==> src/logic/pll_cfg_pkg.sv <==
// constants and types shared by the sample-clock and pll configuration logic
package pll_cfg_pkg;

  localparam int CLK_PERIOD_NS = 10;
  localparam int GATE_TIME_NS  = 1000;
  localparam int GATE_CYCLES   = GATE_TIME_NS / CLK_PERIOD_NS;
  localparam int NUM_CHANNELS  = 8;
  localparam int CNT_W         = 8;

  localparam logic [CNT_W-1:0] GATE_LAST = CNT_W'(GATE_CYCLES - 1);
  localparam logic [CNT_W-1:0] CNT_MAX   = 8'hFF;

  // register map of the serial register port
  localparam logic [7:0]  REG_UNLOCK_ADDR   = 8'h01;
  localparam logic [7:0]  REG_OVERRIDE_ADDR = 8'hE3;
  localparam logic [15:0] UNLOCK_KEY        = 16'h0010;
  localparam logic [15:0] OVR_LOW_RANGE     = 16'h0060;
  localparam logic [15:0] OVR_HIGH_RANGE    = 16'h00A0;

  // band thresholds in MHz of sampling clock, edges per gate window
  localparam logic [CNT_W-1:0] THR1_MHZ  = 8'h12;
  localparam logic [CNT_W-1:0] THR2_MHZ  = 8'h1C;
  localparam logic [CNT_W-1:0] THR3_MHZ  = 8'h26;
  localparam logic [CNT_W-1:0] HYST_MHZ  = 8'h02;
  localparam logic [CNT_W-1:0] RANGE_LOW = 8'h0A;
  localparam logic [CNT_W-1:0] RANGE_TOP = 8'h2D;

  typedef enum logic [3:0] {
    PLL_BAND0 = 4'h1,
    PLL_BAND1 = 4'h2,
    PLL_BAND2 = 4'h4,
    PLL_BAND3 = 4'h8
  } pll_band_e;

  localparam pll_band_e BAND_RESET    = PLL_BAND0;
  localparam pll_band_e BAND_OVR_LOW  = PLL_BAND1;
  localparam pll_band_e BAND_OVR_HIGH = PLL_BAND2;

  function automatic logic [1:0] band_index(input pll_band_e b);
    logic [1:0] idx;
    idx = 2'h0;
    unique case (b)
      PLL_BAND0: idx = 2'h0;
      PLL_BAND1: idx = 2'h1;
      PLL_BAND2: idx = 2'h2;
      PLL_BAND3: idx = 2'h3;
      default:   idx = 2'h0;
    endcase
    return idx;
  endfunction

endpackage

==> src/logic/freq_det_if.sv <==
// carrier between clock front end and frequency detector
`timescale 1ns/1ns
interface freq_det_if;
  import pll_cfg_pkg::*;
  logic             ce;
  logic             edge_seen;
  logic             done;
  logic [CNT_W-1:0] count;
  modport det  (input ce, input edge_seen, output done, output count);
  modport cons (output ce, output edge_seen, input done, input count);
endinterface

==> src/logic/adc_clock_pll_cfg.sv <==
// sample clock front end, duty correction and pll band selection
// What this block does
// - one clock feeds all eight matched channel strobes
// - select bit picks single-ended or differential mode
// - pll sits in one of four bands
// - threshold crossings move band, with hysteresis
// - three thresholds lie between 10 and 45 MHz
// - band may change at every measurement window end until pinned
// - at 45 MHz or more band moves to the top band and stays there
`timescale 1ns/1ns
module adc_clock_pll_cfg
  import pll_cfg_pkg::*;
(
  input  wire logic                    MCLK_IN,
  input  wire logic                    RST_B_IN,
  input  wire logic                    CE_IN,
  input  wire logic                    SAMPLE_CLK_P_IN,
  input  wire logic                    SAMPLE_CLK_N_IN,
  input  wire logic                    DIFFERENTIAL_CLOCK_SELECT_IN,
  input  wire logic                    DUTY_CORRECTION_ENABLE_IN,
  input  wire logic                    REG_WR_IN,
  input  wire logic [7:0]              REG_ADDR_IN,
  input  wire logic [15:0]             REG_DATA_IN,
  output logic                         FRAME_SAMPLE_CLOCK_OUT,
  output logic [NUM_CHANNELS-1:0]      CHANNEL_SAMPLE_OUT,
  output logic [3:0]                   PLL_BAND_OUT,
  output logic [1:0]                   PLL_STATE_OUT,
  output logic                         PLL_AUTO_OUT,
  output logic [CNT_W-1:0]             FREQ_MHZ_OUT,
  output logic                         CLOCK_MODE_DIFF_OUT,
  output logic                         DUTY_CORRECTION_ACTIVE_OUT
);

  freq_det_if fd ();

  logic                    sel_clk;
  logic                    sel_d1_reg;
  logic                    edge_pulse;
  logic                    diff_reg;
  logic                    duty_corr_reg;
  logic [CNT_W-1:0]        period_cnt_reg;
  logic [CNT_W-1:0]        period_reg;
  logic [CNT_W-1:0]        high_left_reg;
  logic [CNT_W-1:0]        half_period;
  logic                    frame_reg;
  logic [NUM_CHANNELS-1:0] chan_reg;
  pll_band_e               band_reg;
  pll_band_e               band_next;
  logic                    unlocked_reg;
  logic                    pinned_reg;
  logic                    unlock_wr;
  logic                    pin_wr;
  logic                    pin_low;
  logic                    pin_high;
  logic [1:0]              idx_up;
  logic [1:0]              idx_dn;
  logic [1:0]              idx_cur;
  logic [1:0]              idx_new;

  function automatic pll_band_e band_of(input logic [1:0] idx);
    pll_band_e b;
    b = PLL_BAND0;
    unique case (idx)
      2'h0: b = PLL_BAND0;
      2'h1: b = PLL_BAND1;
      2'h2: b = PLL_BAND2;
      2'h3: b = PLL_BAND3;
    endcase
    return b;
  endfunction

  // differential mode compares the pair, single-ended uses the p leg
  assign sel_clk    = diff_reg ? (SAMPLE_CLK_P_IN & ~SAMPLE_CLK_N_IN) : SAMPLE_CLK_P_IN;
  assign edge_pulse = sel_clk & ~sel_d1_reg;

  assign fd.ce        = CE_IN;
  assign fd.edge_seen = edge_pulse;

  freq_detector u_det (
    .MCLK_IN  (MCLK_IN),
    .RST_B_IN (RST_B_IN),
    .fd       (fd)
  );

  always_ff @(posedge MCLK_IN or negedge RST_B_IN) begin
    if (!RST_B_IN) begin
      diff_reg      <= 1'b0;
      duty_corr_reg <= 1'b0;
    end else if (CE_IN) begin
      diff_reg      <= DIFFERENTIAL_CLOCK_SELECT_IN;
      duty_corr_reg <= DUTY_CORRECTION_ENABLE_IN;
    end
  end

  always_ff @(posedge MCLK_IN or negedge RST_B_IN) begin
    if (!RST_B_IN) begin
      sel_d1_reg <= 1'b0;
    end else if (CE_IN) begin
      sel_d1_reg <= sel_clk;
    end
  end

  // period measurement for duty correction
  always_ff @(posedge MCLK_IN or negedge RST_B_IN) begin
    if (!RST_B_IN) begin
      period_cnt_reg <= 8'h01;
      period_reg     <= 8'h02;
    end else if (CE_IN) begin
      if (edge_pulse) begin
        period_cnt_reg <= 8'h01;
        period_reg     <= period_cnt_reg;
      end else if (period_cnt_reg != CNT_MAX) begin
        period_cnt_reg <= period_cnt_reg + 8'h01;
      end
    end
  end

  assign half_period = (period_reg[CNT_W-1:1] == 7'h00) ? 8'h01 : {1'b0, period_reg[CNT_W-1:1]};

  always_ff @(posedge MCLK_IN or negedge RST_B_IN) begin
    if (!RST_B_IN) begin
      high_left_reg <= 8'h00;
    end else if (CE_IN) begin
      if (edge_pulse) begin
        high_left_reg <= half_period;
      end else if (high_left_reg != 8'h00) begin
        high_left_reg <= high_left_reg - 8'h01;
      end
    end
  end

  // frame clock: regenerated at half period when correcting
  always_ff @(posedge MCLK_IN or negedge RST_B_IN) begin
    if (!RST_B_IN) begin
      frame_reg <= 1'b0;
    end else if (CE_IN) begin
      frame_reg <= duty_corr_reg ? (edge_pulse || high_left_reg > 8'h01) : sel_clk;
    end
  end

  // matched strobe tree: identical single stage per channel
  genvar ch;
  generate
    for (ch = 0; ch < NUM_CHANNELS; ch++) begin : g_chan
      always_ff @(posedge MCLK_IN or negedge RST_B_IN) begin
        if (!RST_B_IN) begin
          chan_reg[ch] <= 1'b0;
        end else if (CE_IN) begin
          chan_reg[ch] <= edge_pulse;
        end
      end
    end
  endgenerate

  // pinning writes
  assign unlock_wr = REG_WR_IN && REG_ADDR_IN == REG_UNLOCK_ADDR && REG_DATA_IN == UNLOCK_KEY;
  assign pin_low   = REG_DATA_IN == OVR_LOW_RANGE;
  assign pin_high  = REG_DATA_IN == OVR_HIGH_RANGE;
  assign pin_wr    = REG_WR_IN && REG_ADDR_IN == REG_OVERRIDE_ADDR && unlocked_reg && (pin_low || pin_high);

  always_ff @(posedge MCLK_IN or negedge RST_B_IN) begin
    if (!RST_B_IN) begin
      unlocked_reg <= 1'b0;
      pinned_reg   <= 1'b0;
    end else if (CE_IN) begin
      if (unlock_wr) begin
        unlocked_reg <= 1'b1;
      end
      if (pin_wr) begin
        pinned_reg <= 1'b1;
      end
    end
  end

  // band window from thresholds: up needs thr+hyst, staying needs thr-hyst
  always_comb begin
    idx_up  = 2'(fd.count >= THR1_MHZ + HYST_MHZ) + 2'(fd.count >= THR2_MHZ + HYST_MHZ)
            + 2'(fd.count >= THR3_MHZ + HYST_MHZ);
    idx_dn  = 2'(fd.count >= THR1_MHZ - HYST_MHZ) + 2'(fd.count >= THR2_MHZ - HYST_MHZ)
            + 2'(fd.count >= THR3_MHZ - HYST_MHZ);
    idx_cur = band_index(band_reg);
    idx_new = idx_cur;
    if (idx_cur < idx_up) begin
      idx_new = idx_up;
    end else if (idx_cur > idx_dn) begin
      idx_new = idx_dn;
    end
    band_next = band_reg;
    if (pin_wr) begin
      band_next = pin_low ? BAND_OVR_LOW : BAND_OVR_HIGH;
    end else if (!pinned_reg && fd.done) begin
      band_next = band_of(idx_new);
    end
  end

  always_ff @(posedge MCLK_IN or negedge RST_B_IN) begin
    if (!RST_B_IN) begin
      band_reg <= BAND_RESET;
    end else if (CE_IN) begin
      band_reg <= band_next;
    end
  end

  assign FRAME_SAMPLE_CLOCK_OUT = frame_reg;
  assign CHANNEL_SAMPLE_OUT     = chan_reg;
  assign PLL_BAND_OUT           = band_reg;
  assign PLL_STATE_OUT          = band_index(band_reg);
  assign PLL_AUTO_OUT           = ~pinned_reg;
  assign FREQ_MHZ_OUT           = fd.count;
  assign CLOCK_MODE_DIFF_OUT    = diff_reg;
  assign DUTY_CORRECTION_ACTIVE_OUT = duty_corr_reg;
endmodule

==> src/logic/freq_detector.sv <==
// gated edge counter measuring sampling frequency in MHz
`timescale 1ns/1ns
module freq_detector
  import pll_cfg_pkg::*;
(
  input  wire logic MCLK_IN,
  input  wire logic RST_B_IN,
  freq_det_if.det   fd
);

  logic [CNT_W-1:0] gate_reg;
  logic [CNT_W-1:0] edge_cnt_reg;
  logic [CNT_W-1:0] count_reg;
  logic             done_reg;
  logic             gate_end;

  assign gate_end = (gate_reg == GATE_LAST);
  assign fd.done  = done_reg;
  assign fd.count = count_reg;

  always_ff @(posedge MCLK_IN or negedge RST_B_IN) begin
    if (!RST_B_IN) begin
      gate_reg <= 8'h00;
    end else if (fd.ce) begin
      gate_reg <= gate_end ? 8'h00 : gate_reg + 8'h01;
    end
  end

  // saturating edge count, restarted every window
  always_ff @(posedge MCLK_IN or negedge RST_B_IN) begin
    if (!RST_B_IN) begin
      edge_cnt_reg <= 8'h00;
    end else if (fd.ce) begin
      if (gate_end) begin
        edge_cnt_reg <= 8'h00;
      end else if (fd.edge_seen && edge_cnt_reg != CNT_MAX) begin
        edge_cnt_reg <= edge_cnt_reg + 8'h01;
      end
    end
  end

  always_ff @(posedge MCLK_IN or negedge RST_B_IN) begin
    if (!RST_B_IN) begin
      count_reg <= 8'h00;
      done_reg  <= 1'b0;
    end else if (fd.ce) begin
      done_reg <= gate_end;
      if (gate_end) begin
        count_reg <= (fd.edge_seen && edge_cnt_reg != CNT_MAX) ? edge_cnt_reg + 8'h01 : edge_cnt_reg;
      end
    end
  end

endmodule

==> config.mk <==
export PLATFORM = sky130hd
export DESIGN_NAME = adc_clock_pll_cfg
export DESIGN_NICKNAME = d
export VERILOG_FILES = /design/src/logic/pll_cfg_pkg.sv /design/src/logic/freq_det_if.sv /design/src/logic/adc_clock_pll_cfg.sv /design/src/logic/freq_detector.sv
export SDC_FILE = /design/constraint.sdc
export NUM_CORES = 1
export LEC_CHECK = 0
export BUFFER_PORTS_ARGS = -buffer_cell sky130_fd_sc_hd__buf_2
export CORE_MARGIN = 2
export CORE_UTILIZATION = 45
export CTS_CLUSTER_SIZE = 14
export DETAILED_ROUTE_END_ITERATION = 6
export MAX_ROUTING_LAYER = met4
export PLACE_DENSITY = 0.66
export SLEW_MARGIN = 20
export SYNTH_ARGS = -nofsm -noshare
export SYNTH_HDL_FRONTEND = slang
export SYNTH_SLANG_ARGS = --single-unit
export TNS_END_PERCENT = 30
==> constraint.sdc <==
create_clock -name MCLK_IN -period 3.66 [get_ports MCLK_IN]
set_clock_uncertainty 0.1 [all_clocks]
set_input_delay 0.366 -clock MCLK_IN [delete_from_list [all_inputs] [get_ports MCLK_IN]]
set_output_delay 0.366 -clock MCLK_IN [all_outputs]
set_load 0.005 [all_outputs]
# ---- Yosys cells after proc, flatten, opt, wreduce, memory -nomap -nowiden
# Index checks and enable logic that the tools add are counted.
dict set report totals {
  ff_bits 60
  in_bits 32
  elab_cells 91
}
dict set report op_classes {
  add_sub_neg 8
  n_lt_le_gt_ge 9
  eq_ne 14
  mux 17
  bitwise 5
  n_reduce_logical 23
}
# op count
set op_table {}
lappend op_table {{$mux 8} 7}
lappend op_table {{$ge 8x5->1 const B} 4}
lappend op_table {{$add 8x1->8 const B} 3}
lappend op_table {{$eq 16x5->1 const B} 1}
lappend op_table {{$eq 16x7->1 const B} 1}
lappend op_table {{$eq 16x8->1 const B} 1}
lappend op_table {{$ge 8x6->1 const B} 2}
lappend op_table {{$ne 8x8->1 const B} 2}
lappend op_table {{$pmux 4 s4} 1}
lappend op_table {{$reduce_and 2->1} 7}
lappend op_table {{$eq 8x1->1 const B} 1}
lappend op_table {{$eq 8x7->1 const B} 1}
lappend op_table {{$eq 8x8->1 const B} 1}
lappend op_table {{$gt 8x1->1 const B} 1}
lappend op_table {{$mux 4} 2}
lappend op_table {{$reduce_bool 8->1} 1}
lappend op_table {{$sub 8x1->8 const B} 1}
lappend op_table {{$logic_and 1x1->1} 7}
lappend op_table {{$logic_not 7->1} 1}
lappend op_table {{$mux 7} 1}
lappend op_table {{$pmux 2 s3} 1}
lappend op_table {{$reduce_bool 2->1} 3}
lappend op_table {{$add 1x1->2} 2}
lappend op_table {{$add 2x1->2} 2}
lappend op_table {{other kinds (15)} 22}

# ---- Longest topological paths before layout
# Gate-level depths: netlist (run 1).
dict set report logic_depth {
  word_depth 10
  mapped_depth 10
  depth_no_buf 10
}

# ---- Cells and area by module
# Synthesis (run 1) repeated with hierarchy kept, for this count alone.
dict set report hier_totals {
  cells_unflattened 367
  hier_area_um2 3432.0
}
# mod n_inst cells_each area_each_um2 seq_area_each_um2
set by_module_without_submodules {}
lappend by_module_without_submodules {adc_clock_pll_cfg 1 235 2118.3 854.6}
lappend by_module_without_submodules {freq_detector 1 132 1313.8 625.6}

# ---- Worst setup path after synthesis (run 1)
# Ideal clock, no wire load.
dict set report synth_path {
  path_kind {reg-to-reg}
  from {register u_det.count_reg[7], in the netlist u_det.fd.count[7]}
  to {register band_reg[1], in the netlist PLL_BAND_OUT[1]}
  setup_ps 126
  arrival_ps 2612
  slack_ps 822
  path_stages_with_launch 11
  n_path_buf 0
  synth_period_minus_slack_ps 2838
  cell_sequence {dfrtp_1 or3_1 a31oi_1 fa_1 inv_1 ha_1 nor2b_1 o2111ai_1 nor3b_1 nor3_1 a221o_1}
}
dict set report synth_between {
  elab_chain_len 10
  word_cells_on_any_way 21
  classes_between {4 x add/sub; 8 x order compare; 3 x eq/ne; 5 x mux; 1 x reduce/logical}
}
# element line
set synth_rtl {}
lappend synth_rtl {{start: declaration} freq_detector.sv:13} ;# logic [CNT_W-1:0] count_reg;
lappend synth_rtl {{start signal: assignment} freq_detector.sv:49} ;# count_reg <= (fd.edge_seen && edge_cnt_reg != CNT_MAX) ? edge_cnt_reg + 8'h01 : edge_cnt_reg;
lappend synth_rtl {{$ge 8x5->1} adc_clock_pll_cfg.sv:179} ;# idx_dn = 2'(fd.count >= THR1_MHZ - HYST_MHZ) + 2'(fd.count >= THR2_MHZ - HYST_MHZ)
lappend synth_rtl {{$add 1x1->2} adc_clock_pll_cfg.sv:179}
lappend synth_rtl {{$add 2x1->2} adc_clock_pll_cfg.sv:180} ;# + 2'(fd.count >= THR3_MHZ - HYST_MHZ);
lappend synth_rtl {{$gt 2x2->1} adc_clock_pll_cfg.sv:185} ;# end else if (idx_cur > idx_dn) begin
lappend synth_rtl {{$mux 2} adc_clock_pll_cfg.sv:185}
lappend synth_rtl {{$mux 2 *} adc_clock_pll_cfg.sv:183} ;# if (idx_cur < idx_up) begin
lappend synth_rtl {{$eq 2x2->1, or another cell as far along} adc_clock_pll_cfg.sv:63} ;# unique case (idx)
lappend synth_rtl {{$pmux 4 s4 *} adc_clock_pll_cfg.sv:63}
lappend synth_rtl {{$mux 4 *} adc_clock_pll_cfg.sv:191} ;# end else if (!pinned_reg && fd.done) begin
lappend synth_rtl {{$mux 4 *} adc_clock_pll_cfg.sv:189} ;# if (pin_wr) begin
lappend synth_rtl {{end signal: assignment} adc_clock_pll_cfg.sv:200} ;# band_reg <= band_next;
lappend synth_rtl {{end: declaration} adc_clock_pll_cfg.sv:47} ;# pll_band_e band_reg;
# Mark *: on every way between the ends. The rest lies on a longest branch, timed or not. The select of a mux whose other input is x is not followed.
# A chain may end at the register's enable or synchronous reset.

# ---- Worst setup path after layout (run 1)
dict set report layout_path {
  from {register u_det.count_reg[7], in the netlist u_det.fd.count[7]}
  to {register band_reg[2], in the netlist PLL_BAND_OUT[2]}
}
# The elaborated chain is that of the path after synthesis.

==> impl_metrics.csv, run 1 <==
group,metric,value,unit
timing,finalSetupTns,0,ns
route,wl_per_cell,14.0,µm
logic_synthesis,yosysMostFrequentCell,"dfrtp_1",
clocking,root_buffer,"clkbuf_8",
global_route,grt_pass1_vias,2751,
place,dp_hpwl,5130,µm
floorplanning,fp.dieW,90.7,µm
power,irDropWorstVdd,0.000216,V
critical_path,rr_startpoint,"u_det.fd.count[7]",
cells_and_area,ff_latch_area,1480,µm²
logic_synthesis,synth.distinct_cells,59,
route,viasPerCell,5.49,
timing,rsz0062_at_grt,"no",
floorplanning,die_h,90.7,µm
clocking,postCtsHoldBufs,0,
floorplanning,ios,58,
clocking,clk_latency,0.34,ns
route,final_antenna_net_count,0,
logic_synthesis,async_flop_share,1.00,
global_route,antenna_found_initial,0,
timing,setup-violations-final,0,
timing,period_needed,3.07,ns
critical_path,worstPathRequired,3.84,ns
timing,finalHoldViolCount,0,
logic_synthesis,ys.flop_type,"dfrtp_1",
logic_synthesis,synth_nets,409,
cells_and_area,nets,459,
critical_path,reg2reg_slack,0.59,ns
cells_and_area,layout-drive-gt1-share,0.230,
cells_and_area,multi_input_area,1750,µm²
clocking,cts.htree.levels,3,
critical_path,worst_ep_arrival_time,3.26,ns
timing,slew_headroom,0.417,
route,drc,0,
global_route,grt_pass1_wl,12500,µm
cells_and_area,finalInstanceArea,3940,µm²
critical_path,timing.rr.end,"PLL_BAND_OUT[2]",
route,routed_wl,7270,µm
global_route,grt_max_degree,41,
clocking,cts_tree,"done",
floorplanning,start_util,0.467,
global_route,overflow,0,
power,p_leak,1.86,nW
critical_path,crit_top_cell,"nor3b_1",
cells_and_area,fill_cells,678,
floorplanning,core_area,7250,µm²
logic_synthesis,synth_common_cells,"dfrtp_1, nand2_1, nor2_1",
place,io_buffers,57,
critical_path,slowest_delay,0.47,ns
critical_path,crit_path_top_delay_cell,"fa_1",
clocking,cts_sinks,59,
critical_path,worstRegToRegCells,10,
logic_synthesis,syn_area,3390,µm²
clocking,cts_made_buffers,9,
critical_path,crit_type,"register to register",
critical_path,endpoint_kind,"register",
critical_path,cp-startpoint,"u_det.fd.count[7]",
logic_synthesis,synth_top_area_cell,"dfrtp_1",
logic_synthesis,synth_cells,366,
clocking,cts_resized,0,
logic_synthesis,yosys-top-cells-area,"dfrtp_1, nand2_1, o21ai_0, ha_1, nor2_1",
critical_path,path_cells,"or3_1 -> a31oi_1 -> fa_1 -> inv_1 -> ha_1 -> nor2b_1 -> o2111ai_1 -> nor3b_1 -> nor3b_1 -> a221o_1",
route,first_pass_iters,4,
job,drv_cap,0,
power,powerDensity,541,nW/µm²
floorplanning,dieArea,8230,µm²
logic_synthesis,postSynthAreaPerCell,9.25,µm²
logic_synthesis,synth-edff-count,0,
clocking,post_cts_buffers,0,
logic_synthesis,ys_seq_elements,59,
place,gp_congestion,0.861,
timing,maxSlewViolCount,0,
route,drt_iter0_markers,119,
critical_path,path_max_fanout,5,
timing,worst_pin_slew,0.875,ns
global_route,grt_usage,0.192,
timing,post-route-period-util,0.840,
cells_and_area,area_growth,16.5,%
cells_and_area,antenna_cells,0,
critical_path,cp-start-kind,"register",
min_path,hp-class,"input port to asynchronous set/reset pin",
timing,fmax,325,MHz
place,placed_area,3700,µm²
route,num_vias,2857,
logic_synthesis,seq_area_frac_synth,0.437,
clocking,cts_buffer_depth,2,
logic_synthesis,yosysWarnings,0,
outcome,outcome,"completed",
logic_synthesis,synth_top_area_frac,0.414,
clocking,path_clk_slew,0.07,ns
floorplanning,row_count,31,
per-stage QoR:
step	utilization	instances	hold slack [ns]	setup WS [ns]	power [mW]
floorplan	-	366	-0.0296	0.822	1.28
global placement	0.510	504	0.353	0.706	1.40
detailed placement	0.510	504	0.364	0.617	1.41
CTS	0.544	520	0.0867	0.606	2.14
global route	0.544	520	0.122	0.358	2.27
finish	0.544	520	0.0445	0.585	2.13
worst max-delay path by stage:
| stage | endpoint |
|---|---|
| floorplan | PLL_BAND_OUT[1] |
| global placement | PLL_BAND_OUT[1] |
| detailed placement | PLL_BAND_OUT[2] |
| CTS | PLL_BAND_OUT[2] |
| global route | PLL_BAND_OUT[2] |
| finish | PLL_BAND_OUT[2] |
cells in the final DEF, fill, tap and decap left out, types with 3 or more instances in the layout:
master / count
dfstp_2: 3
a22o_1: 5
or3_1: 3
a21o_1: 3
buf_2: 57
ha_1: 9
clkbuf_8: 10
nand4_1: 9
o31ai_1: 4
nor2_1: 29
a31oi_1: 4
inv_1: 10
mux2i_1: 5
bufinv_16: 3
a21oi_1: 16
nand2_1: 55
nor4_1: 5
o21ai_0: 23
xor2_1: 11
xnor2_1: 4
nand3_1: 12
buf_4: 3
and3_1: 4
mux2_2: 7
and2_1: 4
nor2b_1: 3
dfrtp_1: 56
nor3_1: 13
o2bb2ai_1: 5
nor3b_1: 3
where the power goes:
part	internal [mW]	leakage, nW	switching, mW
clock network	0.469	0.123	0.263
logic	0.216	0.985	0.249
registers	0.789	0.751	0.149
total	1.47	1.86	0.660
layer usage:
metal  routed length [µm]  GRT usage
met1                 3450      0.246
met2                 3420      0.302
met3                  248     0.0292
met4                  153     0.0872
met5                    0          -
critical path, delay by kind of cell, from the launching register on:
kind / cells / cell delay, ns
compound gates: 3 / 0.56
fa+ha+maj: 2 / 0.69
buf+inv: 1 / 0.08
flops: 1 / 0.41
simple gates: 4 / 1.18
final cells by class:
cell class,instances,area share
Inverter,10,0.00952
Multi-Input combinational cell,276,0.444
Clock inverter,5,0.0254
Clock buffer,11,0.0359
Timing Repair Buffer,60,0.0780
Sequential cell,59,0.375
Tap cell,99,0.0314
cell families (layout without fill, tap and decap cells):
family / after synthesis / in the layout / share of synthesized area
compound gates: 83 / 83 / 0.163
xor+xnor: 15 / 15 / 0.0388
fa+ha+maj: 11 / 11 / 0.0451
buf+inv: 31 / 86 / 0.0451
flops: 59 / 59 / 0.437
mux: 12 / 12 / 0.0381
simple gates: 155 / 155 / 0.232
Note: power is estimated with default switching activity, not from simulation.
==> run 2, diff against run 1 <==
- PLACE_DENSITY: 0.66 -> 0.69
- clock period: 3.66 -> 2.78 ns (I/O delays scaled with it)
==> impl_metrics.csv, run 2 (synthesis gave the netlist of run 1 again) <==
group,metric,value,unit
cells_and_area,antenna_cells,0,
critical_path,rr_startpoint,"u_det.fd.count[7]",
global_route,overflow,0,
global_route,grt_usage,0.192,
critical_path,slowest_delay,0.43,ns
timing,rsz0062_at_grt,"yes",
timing,slew_headroom,0.590,
timing,hold_ws,0.0719,ns
critical_path,critPathBufInv,1,
power,irDropWorstVdd,0.000312,V
place,io_buffers,57,
critical_path,path_cells,"or3_4 -> a31oi_4 -> fa_2 -> inv_1 -> ha_1 -> o21ba_4 -> o2111ai_2 -> nor3b_4 -> nor3_1 -> a221o_1",
timing,maxSlewViolCount,0,
global_route,grt_pass1_wl,12700,µm
floorplanning,fp.dieW,90.7,µm
cells_and_area,finalInstanceArea,4150,µm²
global_route,grt_max_degree,33,
route,wl_per_cell,14.1,µm
clocking,root_buffer,"clkbuf_8",
power,finalPower,2.83,mW
floorplanning,start_util,0.467,
critical_path,endpoint_kind,"register",
route,drt_iter0_markers,125,
timing,post-route-worst-setup-slack,-0.106,ns
critical_path,worstPathRequired,2.90,ns
global_route,antenna_found_initial,0,
floorplanning,dieArea,8230,µm²
critical_path,crit_cells,10,
timing,fmax,347,MHz
critical_path,cp-startpoint,"u_det.fd.count[7]",
job,drv_cap,0,
clocking,cts_tree,"done",
timing,post-route-period-util,1.04,
route,routed_wl,7550,µm
critical_path,cp-start-kind,"register",
min_path,hold_path_depth,2,
cells_and_area,final_common_cell,"buf_2",
floorplanning,core_area,7250,µm²
critical_path,crit_end,"PLL_BAND_OUT[1]",
floorplanning,ios,58,
route,final_antenna_net_count,0,
timing,setup-violations-final,4,
route,viasPerCell,5.48,
critical_path,crit_path_top_delay_cell,"or3_4",
clocking,cts_made_buffers,9,
route,first_pass_iters,4,
clocking,cts.htree.levels,3,
critical_path,crit_type,"register to register",
clocking,path_clk_slew,0.07,ns
timing,worst_pin_slew,0.609,ns
timing,finalHoldViolCount,0,
route,drc,0,
cells_and_area,fin_util,0.573,
outcome,violations,"negative setup slack",
cells_and_area,area_growth,22.7,%
clocking,cts_sinks,59,
power,p_leak,1.96,nW
cells_and_area,layout-drive-gt1-share,0.281,
critical_path,timing.rr.end,"PLL_BAND_OUT[1]",
floorplanning,die_h,90.7,µm
critical_path,worstRegToRegCells,10,
cells_and_area,multi_input_area,1840,µm²
critical_path,reg2reg_slack,-0.11,ns
place,gp_congestion,0.858,
cells_and_area,fill_cells,645,
global_route,grt_pass1_vias,2820,
critical_path,path_max_fanout,4,
clocking,cts_buffer_depth,2,
place,placed_area,3850,µm²
critical_path,crit_family,"compound AO/OA/AOI/OAI gates",
cells_and_area,most-common-layout-cells,"buf_2, dfrtp_1, nand2_1, nor2_1, o21ai_0",
power,powerDensity,681,nW/µm²
place,dpl_worst_slack,-0.0374,ns
clocking,clk_latency,0.34,ns
cells_and_area,ff_latch_area,1480,µm²
place,dp_hpwl,5300,µm
cells_and_area,nets,475,
route,num_vias,2937,
min_path,hp-class,"input port to register",
floorplanning,row_count,31,
outcome,outcome,"finished with violations",
timing,period_needed,2.89,ns
critical_path,worst_ep_arrival_time,3.01,ns
-- run 2: how the worst min path moves through the flow --
stage | endpoint | slack (ns) | startpoint
4_1_cts | CLOCK_MODE_DIFF_OUT | 0.07 | DIFFERENTIAL_CLOCK_SELECT_IN
3_3_place_gp | u_det.gate_reg[2] | 0.18 | RST_B_IN
5_1_grt | DUTY_CORRECTION_ACTIVE_OUT | 0.07 | DUTY_CORRECTION_ENABLE_IN
6_report | CLOCK_MODE_DIFF_OUT | 0.07 | DIFFERENTIAL_CLOCK_SELECT_IN
2_1_floorplan | CHANNEL_SAMPLE_OUT[7] | -0.12 | RST_B_IN
3_5_place_dp | u_det.gate_reg[2] | 0.19 | RST_B_IN
-- run 2: where the power goes --
part           total, mW  switching [mW]  leakage (nW)  internal (mW)
Clock              0.954           0.337         0.123          0.617
Combinational      0.641           0.340          1.09          0.301
Sequential          1.23           0.195         0.751           1.04
Total               2.83           0.872          1.96           1.96
-- run 2: per-stage QoR --
stage          instances  TNS [ns]
3_3_place_gp         517         0
6_report             536    -0.258
3_5_place_dp         517   -0.0746
2_1_floorplan        366  -0.00396
4_1_cts              535   -0.0895
5_1_grt              536    -0.622
-- run 2: area by class of cell --
type / count / area share
clock inverters: 5 / 0.0241
flip-flops and latches: 59 / 0.356
clock buffers: 11 / 0.0340
repair buffers: 76 / 0.104
well taps: 99 / 0.0298
multi-input cells: 276 / 0.443
inverters: 10 / 0.00904
-- run 2: repair_timing --
item | in CTS | in global routing
setup buffers | 1 | 1
gates resized for setup | 0 | 8
endpoints found under the hold margin | 21 | 0
endpoints found under the setup margin | 2 | 4
pin swaps | 2 | 4
hold buffers | 1 | 0
-- run 2: per-layer routing --
| metal | vias to the layer above | wire length (µm) | global-route usage |
|---|---|---|---|
| met1 | 1422 | 3460 | 0.236 |
| met5 | - | 0 | - |
| met2 | 61 | 3750 | 0.317 |
| met3 | 8 | 270 | 0.0467 |
| met4 | 0 | 67 | 0.0538 |
| li1 | 1446 | - | - |
